==> src/pepc_pkg.sv <==
// package of constants for the parallel eeprom page write host controller
package pepc_pkg;
  localparam int unsigned CLK_HZ           = 20_000_000;
  localparam int unsigned ADDR_W           = 15;
  localparam int unsigned DATA_W           = 8;
  localparam int unsigned PAGE_BYTES       = 64;
  localparam int unsigned OFS_W            = 6;
  // strobe timing, in ns, and derived clock counts (least times round up)
  localparam int unsigned T_SETUP_NS       = 50;
  localparam int unsigned T_PULSE_NS       = 150;
  localparam int unsigned T_HOLD_NS        = 100;
  localparam int unsigned T_ACC_NS         = 250;
  localparam int unsigned T_SETUP_CYC      = (T_SETUP_NS * (CLK_HZ / 1_000_000) + 999) / 1000;
  localparam int unsigned T_PULSE_CYC      = (T_PULSE_NS * (CLK_HZ / 1_000_000) + 999) / 1000;
  localparam int unsigned T_HOLD_CYC       = (T_HOLD_NS * (CLK_HZ / 1_000_000) + 999) / 1000;
  localparam int unsigned T_ACC_CYC        = (T_ACC_NS * (CLK_HZ / 1_000_000) + 999) / 1000;
  // byte load window, longest time rounds down
  localparam int unsigned T_BLC_US         = 200;
  localparam int unsigned T_BLC_CYC        = T_BLC_US * (CLK_HZ / 1_000_000);
  // write cycle time limit for polling, in ms
  localparam int unsigned T_WC_MS          = 10;
  localparam int unsigned T_WC_CYC         = T_WC_MS * (CLK_HZ / 1000);
  // command sequence words
  localparam logic [14:0] CMD_ADDR_A       = 15'h5555;
  localparam logic [14:0] CMD_ADDR_B       = 15'h2AAA;
  localparam logic [7:0]  CMD_DAT_AA       = 8'hAA;
  localparam logic [7:0]  CMD_DAT_55       = 8'h55;
  localparam logic [7:0]  CMD_DAT_A0       = 8'hA0;
  localparam logic [7:0]  CMD_DAT_80       = 8'h80;
  localparam logic [7:0]  CMD_DAT_20       = 8'h20;
  localparam logic [2:0]  CMD_LEN_MAX      = 3'h6;
  typedef enum logic [6:0] {
    PEPC_IDLE  = 7'b0000001,
    PEPC_SETUP = 7'b0000010,
    PEPC_PULSE = 7'b0000100,
    PEPC_HOLD  = 7'b0001000,
    PEPC_RSET  = 7'b0010000,
    PEPC_RACC  = 7'b0100000,
    PEPC_POLL  = 7'b1000000
  } pepc_state_t;
endpackage

==> src/pepc_page_mem.sv <==
// page staging memory: 64 bytes with presence bits, registered read data
module pepc_page_mem
  import pepc_pkg::*;
#(
  parameter int unsigned DEPTH = PAGE_BYTES
) (
  input  wire logic                     clock_i,
  input  wire logic                     resetn_i,
  input  wire logic                     wr_en_i,
  input  wire logic [OFS_W-1:0]         wr_ofs_i,
  input  wire logic [DATA_W-1:0]        wr_data_i,
  input  wire logic                     clr_i,
  input  wire logic [OFS_W-1:0]         rd_ofs_i,
  output logic      [DATA_W-1:0]        rd_data_o,
  output logic                          rd_valid_o
);
  logic [DATA_W-1:0] mem_q [DEPTH];
  logic [DEPTH-1:0]  have_q;

  initial begin
    if (DEPTH != (1 << OFS_W)) $error("page depth must match offset width");
  end

  always_ff @(posedge clock_i) begin
    if (wr_en_i) begin
      mem_q[wr_ofs_i] <= wr_data_i;
    end
  end

  // a reload simply overwrites the slot
  always_ff @(posedge clock_i or negedge resetn_i) begin
    if (!resetn_i) begin
      have_q <= '0;
    end else begin
      // a slot staged in the clearing cycle survives: set wins over clear
      if (clr_i) have_q <= '0;
      if (wr_en_i) have_q[wr_ofs_i] <= 1'b1;
    end
  end

  always_ff @(posedge clock_i or negedge resetn_i) begin
    if (!resetn_i) begin
      rd_data_o  <= 8'h00;
      rd_valid_o <= 1'b0;
    end else begin
      rd_data_o  <= mem_q[rd_ofs_i];
      rd_valid_o <= have_q[rd_ofs_i];
    end
  end
endmodule

==> src/pepc_host.sv <==
// host controller driving the parallel eeprom pins: reads, page writes, polling
// Summary of operation
// - read only while select and gate low
// - write: select and strobe low, gate high
// - next byte within 200 us of previous
// - true data ends busy, next cycle allowed
// - protected mode: unlock before every page; host sends it only when protect_i is set
// - unlock starts AA@5555, 55@2AAA
// - third unlock word A0@5555, then data
// - disable uses six-word sequence
module pepc_host
  import pepc_pkg::*;
#(
  parameter int unsigned BLC_CYC = T_BLC_CYC,
  parameter int unsigned WC_CYC  = T_WC_CYC
) (
  input  wire logic                clock_i,
  input  wire logic                resetn_i,
  // user side
  input  wire logic                stage_i,
  input  wire logic [OFS_W-1:0]    stage_ofs_i,
  input  wire logic [DATA_W-1:0]   stage_data_i,
  input  wire logic                page_go_i,
  input  wire logic [8:0]          page_num_i,
  input  wire logic                protect_i,
  input  wire logic                unprotect_i,
  input  wire logic                rd_req_i,
  input  wire logic [ADDR_W-1:0]   rd_addr_i,
  output logic                     ready_o,
  output logic                     rd_done_o,
  output logic     [DATA_W-1:0]    rd_data_o,
  output logic                     wr_done_o,
  output logic                     wr_err_o,
  // device pins
  output logic     [ADDR_W-1:0]    addr_lines_o,
  output logic     [DATA_W-1:0]    data_pins_o,
  output logic                     data_pins_oe_o,
  input  wire logic [DATA_W-1:0]   data_pins_i,
  output logic                     csn_o,
  output logic                     oen_o,
  output logic                     wen_o
);
  initial begin
    // the slot walk spends two cycles per empty slot between strobes
    if (BLC_CYC < 2 * PAGE_BYTES + 2 * (T_SETUP_CYC + T_PULSE_CYC + T_HOLD_CYC + 3))
      $error("load window too short");
    if (BLC_CYC > 32'h00FFFFFF) $error("load window too long");
    if (WC_CYC < 1 || WC_CYC > 32'h00FFFFFF) $error("write cycle count out of range");
  end

  // ==========================================================================
  // state
  // ==========================================================================
  pepc_state_t state_q;
  logic [23:0] tmr_q;
  logic [23:0] gap_q;
  logic [23:0] wc_q;
  logic [7:0]  scan_q;
  logic [2:0]  cmd_q;
  logic [2:0]  cmd_len_q;
  logic        writing_q;
  logic        polling_q;
  logic [8:0]  page_q;
  logic [5:0]  last_ofs_q;
  logic [7:0]  last_dat_q;
  logic [7:0]  cur_dat_q;
  logic [14:0] cur_adr_q;
  logic        byte_ok;
  logic [7:0]  mem_rd;
  logic        mem_vld;
  logic        tmr_done;
  logic        wc_done;
  logic        issue;
  logic [14:0] cmd_adr;
  logic [7:0]  cmd_dat;

  assign tmr_done = (tmr_q == 24'h000000);
  assign wc_done  = (wc_q == 24'h000000);
  assign ready_o  = (state_q == PEPC_IDLE) && !writing_q;

  pepc_page_mem u_mem (
    .clock_i    (clock_i),
    .resetn_i   (resetn_i),
    .wr_en_i    (stage_i && ready_o),
    .wr_ofs_i   (stage_ofs_i),
    .wr_data_i  (stage_data_i),
    .clr_i      (wr_done_o),
    .rd_ofs_i   (scan_q[5:0]),
    .rd_data_o  (mem_rd),
    .rd_valid_o (mem_vld)
  );

  // command word per step; the third word decides enable or disable
  always_comb begin
    cmd_adr = CMD_ADDR_A;
    cmd_dat = CMD_DAT_AA;
    unique case (cmd_q)
      3'h0: begin cmd_adr = CMD_ADDR_A; cmd_dat = CMD_DAT_AA; end
      3'h1: begin cmd_adr = CMD_ADDR_B; cmd_dat = CMD_DAT_55; end
      3'h2: begin
        cmd_adr = CMD_ADDR_A;
        cmd_dat = (cmd_len_q == CMD_LEN_MAX) ? CMD_DAT_80 : CMD_DAT_A0;
      end
      3'h3: begin cmd_adr = CMD_ADDR_A; cmd_dat = CMD_DAT_AA; end
      3'h4: begin cmd_adr = CMD_ADDR_B; cmd_dat = CMD_DAT_55; end
      default: begin cmd_adr = CMD_ADDR_A; cmd_dat = CMD_DAT_20; end
    endcase
  end

  // a byte is sent once its registered presence bit has been read back
  assign byte_ok = (cmd_q >= cmd_len_q) && mem_vld && scan_q[6];

  // ==========================================================================
  // main sequencer
  // ==========================================================================
  always_ff @(posedge clock_i or negedge resetn_i) begin
    if (!resetn_i) begin
      state_q   <= PEPC_IDLE;
      tmr_q     <= 24'h000000;
      writing_q <= 1'b0;
      polling_q <= 1'b0;
    end else begin
      if (!tmr_done) tmr_q <= tmr_q - 24'h000001;
      unique case (state_q)
        PEPC_IDLE: begin
          if (writing_q && issue) begin
            state_q <= PEPC_SETUP;
            tmr_q   <= 24'(T_SETUP_CYC);
          end else if (!writing_q && page_go_i) begin
            writing_q <= 1'b1;
          end else if (!writing_q && rd_req_i) begin
            state_q <= PEPC_RSET;
            tmr_q   <= 24'(T_ACC_CYC);
          end else if (writing_q && scan_q[7] && cmd_q >= cmd_len_q) begin
            state_q   <= PEPC_POLL;
            polling_q <= 1'b1;
          end
        end
        PEPC_SETUP: if (tmr_done) begin
          state_q <= PEPC_PULSE;
          tmr_q   <= 24'(T_PULSE_CYC);
        end
        PEPC_PULSE: if (tmr_done) begin
          state_q <= PEPC_HOLD;
          tmr_q   <= 24'(T_HOLD_CYC);
        end
        PEPC_HOLD: if (tmr_done) state_q <= PEPC_IDLE;
        PEPC_RSET: if (tmr_done) state_q <= polling_q ? PEPC_POLL : PEPC_RACC;
        PEPC_RACC: state_q <= PEPC_IDLE;
        PEPC_POLL: begin
          if (data_pins_i == last_dat_q || wc_done) begin
            state_q   <= PEPC_IDLE;
            writing_q <= 1'b0;
            polling_q <= 1'b0;
          end else begin
            state_q <= PEPC_RSET;
            tmr_q   <= 24'(T_ACC_CYC);
          end
        end
        default: state_q <= PEPC_IDLE;
      endcase
    end
  end

  // issue the next strobe: command word, else next staged byte
  assign issue = (cmd_q < cmd_len_q) || byte_ok;

  // ==========================================================================
  // page walk and command progress
  // ==========================================================================
  always_ff @(posedge clock_i or negedge resetn_i) begin
    if (!resetn_i) begin
      scan_q     <= 8'h00;
      cmd_q      <= 3'h0;
      cmd_len_q  <= 3'h0;
      page_q     <= 9'h000;
      last_ofs_q <= 6'h00;
      last_dat_q <= 8'h00;
      cur_dat_q  <= 8'h00;
      cur_adr_q  <= 15'h0000;
    end else if (state_q == PEPC_IDLE && !writing_q && page_go_i) begin
      page_q    <= page_num_i;
      scan_q    <= 8'h00;
      cmd_q     <= 3'h0;
      cmd_len_q <= unprotect_i ? CMD_LEN_MAX : (protect_i ? 3'h3 : 3'h0);
    end else if (state_q == PEPC_IDLE && writing_q && issue) begin
      if (cmd_q < cmd_len_q) begin
        cur_adr_q <= cmd_adr;
        cur_dat_q <= cmd_dat;
        cmd_q     <= cmd_q + 3'h1;
      end else begin
        cur_adr_q  <= {page_q, scan_q[5:0]};
        cur_dat_q  <= mem_rd;
        last_ofs_q <= scan_q[5:0];
        last_dat_q <= mem_rd;
        scan_q     <= (scan_q[5:0] == 6'h3F) ? 8'h80 : {2'b00, scan_q[5:0] + 6'h01};
      end
    end else if (state_q == PEPC_IDLE && writing_q && cmd_q >= cmd_len_q && !scan_q[7]) begin
      // skip absent slots; bit 6 marks a fresh readback, bit 7 the end of the walk
      if (!scan_q[6]) begin
        scan_q <= {2'b01, scan_q[5:0]};
      end else begin
        scan_q <= (scan_q[5:0] == 6'h3F) ? 8'h80 : {2'b00, scan_q[5:0] + 6'h01};
      end
    end
  end

  // gap since last strobe; the walk can wait two cycles per empty slot
  always_ff @(posedge clock_i or negedge resetn_i) begin
    if (!resetn_i) begin
      gap_q <= 24'h000000;
    end else if (state_q == PEPC_HOLD || !writing_q) begin
      gap_q <= 24'h000000;
    end else if (gap_q != 24'hFFFFFF) begin
      gap_q <= gap_q + 24'h000001;
    end
  end

  // write cycle limit, apart from the strobe timer that each poll read after the first reuses
  always_ff @(posedge clock_i or negedge resetn_i) begin
    if (!resetn_i) begin
      wc_q <= 24'h000000;
    end else if (!polling_q) begin
      wc_q <= 24'(WC_CYC);
    end else if (!wc_done) begin
      wc_q <= wc_q - 24'h000001;
    end
  end

  // ==========================================================================
  // pins and results
  // ==========================================================================
  always_comb begin
    csn_o          = !(state_q inside {PEPC_PULSE, PEPC_RSET, PEPC_RACC, PEPC_POLL});
    wen_o          = (state_q != PEPC_PULSE);
    oen_o          = !(state_q inside {PEPC_RSET, PEPC_RACC, PEPC_POLL});
    data_pins_oe_o = state_q inside {PEPC_SETUP, PEPC_PULSE, PEPC_HOLD};
    addr_lines_o   = polling_q ? {page_q, last_ofs_q} :
                     (state_q inside {PEPC_RSET, PEPC_RACC}) ? rd_addr_i : cur_adr_q;
    data_pins_o    = cur_dat_q;
  end

  always_ff @(posedge clock_i or negedge resetn_i) begin
    if (!resetn_i) begin
      rd_done_o <= 1'b0;
      rd_data_o <= 8'h00;
      wr_done_o <= 1'b0;
      wr_err_o  <= 1'b0;
    end else begin
      rd_done_o <= (state_q == PEPC_RACC);
      if (state_q == PEPC_RACC) rd_data_o <= data_pins_i;
      wr_done_o <= (state_q == PEPC_POLL) && (data_pins_i == last_dat_q || wc_done);
      wr_err_o  <= (state_q == PEPC_POLL) && wc_done && (data_pins_i != last_dat_q);
    end
  end

  // ==========================================================================
  // checks
  // ==========================================================================
  a_gate_blocks_write: assert property (@(posedge clock_i) disable iff (!resetn_i)
    !wen_o |-> (oen_o && !csn_o && data_pins_oe_o))
    else $error("write strobe with gate low or select high");
  a_float_on_read: assert property (@(posedge clock_i) disable iff (!resetn_i)
    !oen_o |-> !data_pins_oe_o)
    else $error("host drives data during read");
  a_pulse_width: assert property (@(posedge clock_i) disable iff (!resetn_i)
    $fell(wen_o) |-> !wen_o [*3])
    else $error("write pulse too short");
  a_load_window: assert property (@(posedge clock_i) disable iff (!resetn_i)
    writing_q && !polling_q |-> gap_q < 24'(BLC_CYC))
    else $error("byte load window exceeded");
  a_no_strobe_busy: assert property (@(posedge clock_i) disable iff (!resetn_i)
    polling_q |-> wen_o)
    else $error("write strobe during programming");
  a_page_stable: assert property (@(posedge clock_i) disable iff (!resetn_i)
    (writing_q && $past(writing_q)) |-> $stable(page_q))
    else $error("page address changed mid page");
  a_poll_addr: assert property (@(posedge clock_i) disable iff (!resetn_i)
    state_q == PEPC_POLL |-> addr_lines_o == {page_q, last_ofs_q})
    else $error("poll read not at last loaded byte");
  a_done_true: assert property (@(posedge clock_i) disable iff (!resetn_i)
    (state_q == PEPC_POLL && data_pins_i == last_dat_q) |=> wr_done_o && !wr_err_o)
    else $error("completion not reported on true data");
endmodule

==> config.mk <==
export PLATFORM = sky130hd
export DESIGN_NAME = pepc_host
export DESIGN_NICKNAME = d
export VERILOG_FILES = /design/src/pepc_pkg.sv /design/src/pepc_page_mem.sv /design/src/pepc_host.sv
export SDC_FILE = /design/constraint.sdc
export NUM_CORES = 1
export LEC_CHECK = 0
export ABC_AREA = 1
export CAP_MARGIN = 20
export CORE_MARGIN = 2
export CORE_UTILIZATION = 60
export DETAILED_ROUTE_END_ITERATION = 10
export DONT_BUFFER_PORTS = 1
export PLACE_DENSITY = 0.76
export SKIP_CTS_REPAIR_TIMING = 1
export SYNTH_ARGS = -nofsm -noshare
export SYNTH_HDL_FRONTEND = slang
export SYNTH_SLANG_ARGS = --single-unit
==> constraint.sdc <==
create_clock -name clock_i -period 3.6 [get_ports clock_i]
set_input_delay 0.72 -clock clock_i [delete_from_list [all_inputs] [get_ports clock_i]]
set_output_delay 0.72 -clock clock_i [all_outputs]
set_load 0.03 [all_outputs]
==> results.py, run 1 <==
metrics = {
    "synthesis": {
        "synth_nets": 3054,
        "muxShareOfSynthArea_pct": 0.230,
        "ys.flop_type": "edfxtp_1",
        "ys_ff_latch": 713,
        "synthCells": 2987,
        "syn-cell-area_sq_um": 31000,
        "synth_top_area_share_pct": 49.5,
        "synthTopCellsByCount": "nor2_1, edfxtp_1, nand2_1",
        "synth_fa_ha_area_share_pct": 0.564,
        "yosysTopAreaCell": "edfxtp_1",
        "synth.area.top_cells": "edfxtp_1, dfrtp_1, nor2_1",
        "avgSynthCellArea_sq_um": 10.4,
        "synth_xor_area_share_pct": 1.02,
        "synth-edff-count": 512,
        "synthMostInstantiatedCell": "nor2_1",
        "async_flop_share_pct": 28.2,
        "yosys.area_share.simple_pct": 17.0,
        "post_synth_num_cell_types": 43,
        "synth_warnings": 0,
        "synth_top_family_by_area": "simple AND/OR/NAND/NOR gates",
        "ys_seq_area_share_pct": 65.8,
        "synth_compound_area_share_pct": 10.9,
    },
    "sta": {
        "min_period_ns": 3.34,
        "slew_violations": 0,
        "fmax_ghz": 0.299,
        "hold_violations": 200,
        "rsz0062_at_grt": "no",
        "maxSlewHeadroom_pct": 32.0,
        "fin_crit_sh_pct": 92.8,
        "worst_slew_pin_slew_ns": 1.02,
        "hold_ws_ns": -0.206,
        "timing.setup.tns_ns": 0,
        "setup_viol": 0,
        "final.setup_skew_ns": 0.0243,
    },
    "placement": {
        "globalplace.congestion": 0.904,
        "place_hpwl_microns": 45700,
        "port_buffers": 0,
    },
    "floorplan": {
        "core_sq_um": 51200,
        "die_area_sq_um": 53600,
        "start_util_pct": 60.6,
        "top_level_ports": 92,
        "row_count": 83,
        "die_w_microns": 231,
        "die-height_microns": 231,
    },
    "global_route": {
        "antenna_found_initial": 1,
        "grt_pass1_vias": 21715,
        "grt_overflow_total": 0,
        "grt_max_degree": 202,
        "grt_first_pass_wirelength_microns": 121000,
        "grt.total_usage_pct": 29.6,
    },
    "pwr": {
        "p_leak_nw": 12.8,
        "peakVddDrop_v": 0.000440,
        "power.density_nw_per_um2": 764,
    },
    "finish": {
        "area_growth_pct": 9.54,
        "fin_nets": 3012,
        "layout-drive-gt1-share_pct": 7.59,
        "multi_input_area_sq_um": 9210,
        "regArea_sq_um": 20400,
        "fill_cells": 3827,
        "diodes": 0,
    },
    "clocking": {
        "htree_levels": 3,
        "cts_tree": "done",
        "numCtsBuffers": 73,
        "clockRootBuffer": "clkbuf_16",
        "clkSlewWorstSetupHoldPaths_ns": 0.06,
        "clk_latency_ns": 0.63,
        "clock_sinks": 713,
        "clockBufferDepth": 3,
    },
    "setup_path": {
        "path_max_fanout": 17,
        "crit_chain": "nor2_2 -> nand2_2 -> nor2_1 -> buf_4 -> nor2_2 -> buf_4 -> clkinvlp_4 -> nand2_1 -> a22oi_1 -> buf_4",
        "path_delay_family": "buffers and inverters",
        "cp-end-kind": "primary output",
        "critical_path.most_common_cell": "buf_4",
        "path_buf_inv": 4,
        "critPathMaxStageDelay_ns": 0.56,
        "setup.worst_path.class": "flop to primary output",
        "crit_arrival_ns": 2.62,
        "critical_path.slowest_cell": "dfstp_2",
        "worst_ep_required_time_ns": 2.88,
        "critical_path.startpoint_type": "flop",
    },
    "drt": {
        "drt-wirelength-per-cell_microns": 21.3,
        "firstDrtPassIters": 7,
        "drt-initial-drc-count": 3115,
        "drc_errors": 0,
        "vias_per_cell": 6.07,
        "routed_wl_microns": 78300,
        "vias": 22357,
        "ant_nets": 0,
    },
    "worst_hold_path": {
        "min_path_type": "input port to asynchronous set/reset pin",
    },
    "run_status": {
        "violations": "hold timing",
        "status": "complete, but fails checks",
    },
    "run": {
        "drv_cap": 0,
    },
}
state kept, by name, indices dropped and copies added (netlist names), 9 cells and up:
register,flops
cur_adr_q,15
page_q,9
tmr_q,24
u_mem.have_q,64
u_mem.mem_q,512
wc_q,24
worst reg2reg max path: cells and delay by family (launching register included):
kind                   cells  cell delay (ns)
buffers and inverters      1             0.18
and+or+nand+nor            7             1.95
DFF                        1             0.56
worst paths after layout:
kind	slack [ns]	cells past startpoint	endpoint	startpoint
worst max-delay path	0.26	10	addr_lines_o[9]	state_q[0]
worst min-delay path	-0.21	0	wc_q[1]	resetn_i
worst max register to register	0.55	8	u_mem.mem_q[10][1]	state_q[0]
worst min register to register	0.48	2	u_mem.have_q[6]	u_mem.have_q[6]
max in group asynchronous	3.42	0	u_mem.have_q[36]	resetn_i
min in group clock_i	0.20	0	u_mem.mem_q[56][6]	stage_data_i[6]
placed cells by master (no fill, tap or decap), drive strengths merged, types with 19 or more instances in the layout:
master and instances:
xnor2 19, a31oi 20, nor3 29, clkbuf 92
dfrtp 200, nor2 621, o21ai 403, clkinv 27
o211ai 81, nand2 434, a21oi 60, inv 158
edfxtp 512, nand3 170, buf 55, o22ai 36
routing by layer:
layer	part of all wire [%]	GRT usage (%)
met1	40	40.1
met5	0	0
met2	47	47.1
met4	4.0	11.2
met3	9.7	6.53
metrics by stage:
| step | std cells | setup WS [ns] | area, sq um | utilization, % | power (mW) |
|---|---|---|---|---|---|
| floorplan | 2987 | 1.09 | 31000 | - | 16.2 |
| detailed placement | 3550 | 0.648 | 31600 | 61.7 | 18.3 |
| global route | 3683 | 0.112 | 34000 | 66.4 | 27.3 |
| global placement | 3550 | 0.683 | 31600 | 61.7 | 18.1 |
| CTS | 3683 | 0.0818 | 34000 | 66.4 | 25.9 |
| finish | 3683 | 0.260 | 34000 | 66.4 | 26.0 |
final cells by class:
cell class,count,share of cell area (%)
clock inverter,41,1.27
tap,680,2.50
timing repair buffer,55,1.47
inverter,158,1.79
multi-input combinational,1944,27.1
clock buffer,92,5.83
sequential,713,60.1
cell families (layout without fill, tap and decap cells):
group,Yosys count,count (layout)
mux,6,6
buf+inv,330,346
compound gates,614,614
fa+ha+maj,14,14
xor+xnor,36,36
simple gates,1274,1274
flops,713,713
power breakdown:
| group | switching, mW | internal (mW) | total, mW | leakage, nW |
|---|---|---|---|---|
| clock network | 3.16 | 4.43 | 7.59 | 1.17 |
| registers | 0.663 | 9.40 | 10.1 | 7.15 |
| logic | 5.79 | 2.53 | 8.32 | 4.48 |
| total | 9.61 | 16.4 | 26.0 | 12.8 |
Power figures use the tool's default switching activity.
==> inputs of run 2 (changes only) <==
Settings changed: CORE_ASPECT_RATIO from default to 1.2.
==> run 2 against run 1 <==
The flow still finishes with violations (hold timing). Non-clock buffer count is 6 higher. Global-route usage is 0.64 points lower. Wire length is 1.9% lower. Power is 2.8% lower. Final cell count is 0.81% lower. Hold slack better by 0.025 ns. Register-to-register slack better by 0.02 ns. Critical endpoint is now addr_lines_o[10]. Largest power group unchanged.
==> results.py, run 2 (synthesis results as in run 1) <==
metrics = {
    "run_status": {
        "status": "complete, but fails checks",
        "violations": "hold timing",
    },
    "clocking": {
        "clkSlewWorstSetupHoldPaths_ns": 0.06,
        "htree_levels": 3,
        "clockRootBuffer": "clkbuf_16",
        "numCtsBuffers": 69,
        "clock_sinks": 713,
        "clk_latency_ns": 0.61,
        "cts_tree": "done",
        "clockBufferDepth": 3,
    },
    "finish": {
        "final_cell_mix": "nor2_1, edfxtp_1, nand2_1",
        "fin_nets": 3014,
        "design_area_sq_um": 33800,
        "diodes": 0,
        "top_regs": "u_mem.mem_q x512, u_mem.have_q x64",
        "area_growth_pct": 8.76,
        "fill_cells": 3787,
        "final_common_cell": "nor2_1",
        "largest_register": "u_mem.mem_q",
        "layout-drive-gt1-share_pct": 7.33,
        "largest_register_ffs": 512,
    },
    "sta": {
        "finalWorstSetupSlack_ns": 0.315,
        "worst_slew_pin_slew_ns": 1.02,
        "min_period_ns": 3.28,
        "setup_viol": 0,
        "timing.setup.tns_ns": 0,
        "fmax_ghz": 0.304,
        "final.setup_skew_ns": 0.0188,
        "hold_violations": 200,
        "fin_crit_sh_pct": 91.2,
        "slew_violations": 0,
        "maxSlewHeadroom_pct": 31.8,
        "rsz0062_at_grt": "no",
        "hold_ws_ns": -0.182,
    },
    "placement": {
        "globalplace.congestion": 0.906,
        "postPlaceCellArea_sq_um": 31600,
        "place_hpwl_microns": 46500,
        "port_buffers": 0,
        "pre_cts_slack_ns": 0.635,
    },
    "setup_path": {
        "setup.worst_path.class": "flop to primary output",
        "worst_ep_required_time_ns": 2.88,
        "critPathMaxStageDelay_ns": 0.56,
        "crit_chain": "nor2_2 -> nand3_1 -> inv_1 -> nor2_2 -> clkinv_1 -> nand2_1 -> a22oi_1 -> buf_4",
        "cp-end-kind": "primary output",
        "path_buf_inv": 3,
        "critical_path.startpoint_type": "flop",
        "path_delay_family": "buffers and inverters",
        "critical_path.slowest_cell": "dfstp_2",
        "critical_path.most_common_cell": "nor2_2",
        "crit_arrival_ns": 2.56,
        "path_max_fanout": 17,
    },
    "global_route": {
        "grt_pass1_vias": 21747,
        "grt_first_pass_wirelength_microns": 119000,
        "antenna_found_initial": 0,
        "grt.total_usage_pct": 28.9,
        "grt_max_degree": 202,
        "grt_overflow_total": 0,
    },
    "pwr": {
        "p_leak_nw": 12.7,
        "peakVddDrop_v": 0.000503,
        "finalPower_mw": 25.2,
        "power.density_nw_per_um2": 748,
    },
    "drt": {
        "vias_per_cell": 6.11,
        "drt-initial-drc-count": 2870,
        "drc_errors": 0,
        "ant_nets": 0,
        "firstDrtPassIters": 6,
        "vias": 22312,
        "routed_wl_microns": 76800,
        "drt-wirelength-per-cell_microns": 21.0,
    },
    "worst_hold_path": {
        "min_path_type": "input port to asynchronous set/reset pin",
    },
    "run": {
        "drv_cap": 0,
    },
    "floorplan": {
        "die_area_sq_um": 53600,
        "row_count": 91,
        "die-height_microns": 253,
        "die_w_microns": 212,
        "core_sq_um": 51200,
        "start_util_pct": 60.6,
        "top_level_ports": 92,
    },
}
## run 2: area by class of cell
cell class	instances	area (sq um)	share of cell area, %
Sequential cell	713	20400	60.5
Multi-Input combinational cell	1944	9210	27.3
Clock inverter	32	284	0.841
Timing Repair Buffer	61	508	1.51
Clock buffer	94	1910	5.67
Inverter	158	603	1.79
Tap cell	651	815	2.41
## run 2: per-stage QoR
stage                     cells  util (%)  hold slack, ns
after floorplan            2987         -           0.424
after global placement     3527      61.6           0.428
after detailed placement   3527      61.6           0.429
after CTS                  3653      65.9          -0.207
after global routing       3653      65.9          -0.202
final                      3653      65.9          -0.182
## run 2: routing by layer
layer / track usage (%) / vias up / wire, microns
met5: 0 / - / 0
met2: 48.5 / 1211 / 37400
met4: 15.8 / 0 / 4210
met1: 35.8 / 10629 / 28200
li1: - / 10198 / -
met3: 5.01 / 274 / 7000
## run 2: path summary, 6_finish.rpt
kind	cells past startpoint	from	slack (ns)	to
max reg2reg	8	state_q[0]	0.57	u_mem.mem_q[15][0]
min in group clock_i	0	stage_data_i[7]	0.22	u_mem.mem_q[57][7]
max	8	state_q[0]	0.32	addr_lines_o[10]
min	0	resetn_i	-0.18	page_q[2]
min reg2reg	2	u_mem.have_q[63]	0.48	u_mem.have_q[63]
max in group asynchronous	0	resetn_i	3.41	state_q[0]
## run 2: report_power, final
group | total, mW | switching (mW) | internal [mW]
Combinational | 8.21 | 5.69 | 2.52
Clock | 7.02 | 2.98 | 4.04
Sequential | 10.0 | 0.616 | 9.40
## run 2: worst register-to-register path: stages (launching register included)
cell and delay [ns]:
dfstp_2 0.56, nand2_1 0.06, nor2_1 0.15, nand2_2 0.14, nor2_4 0.29, nand2_2 0.20, inv_2 0.17, nand3_1 0.42
nor2_1 0.69
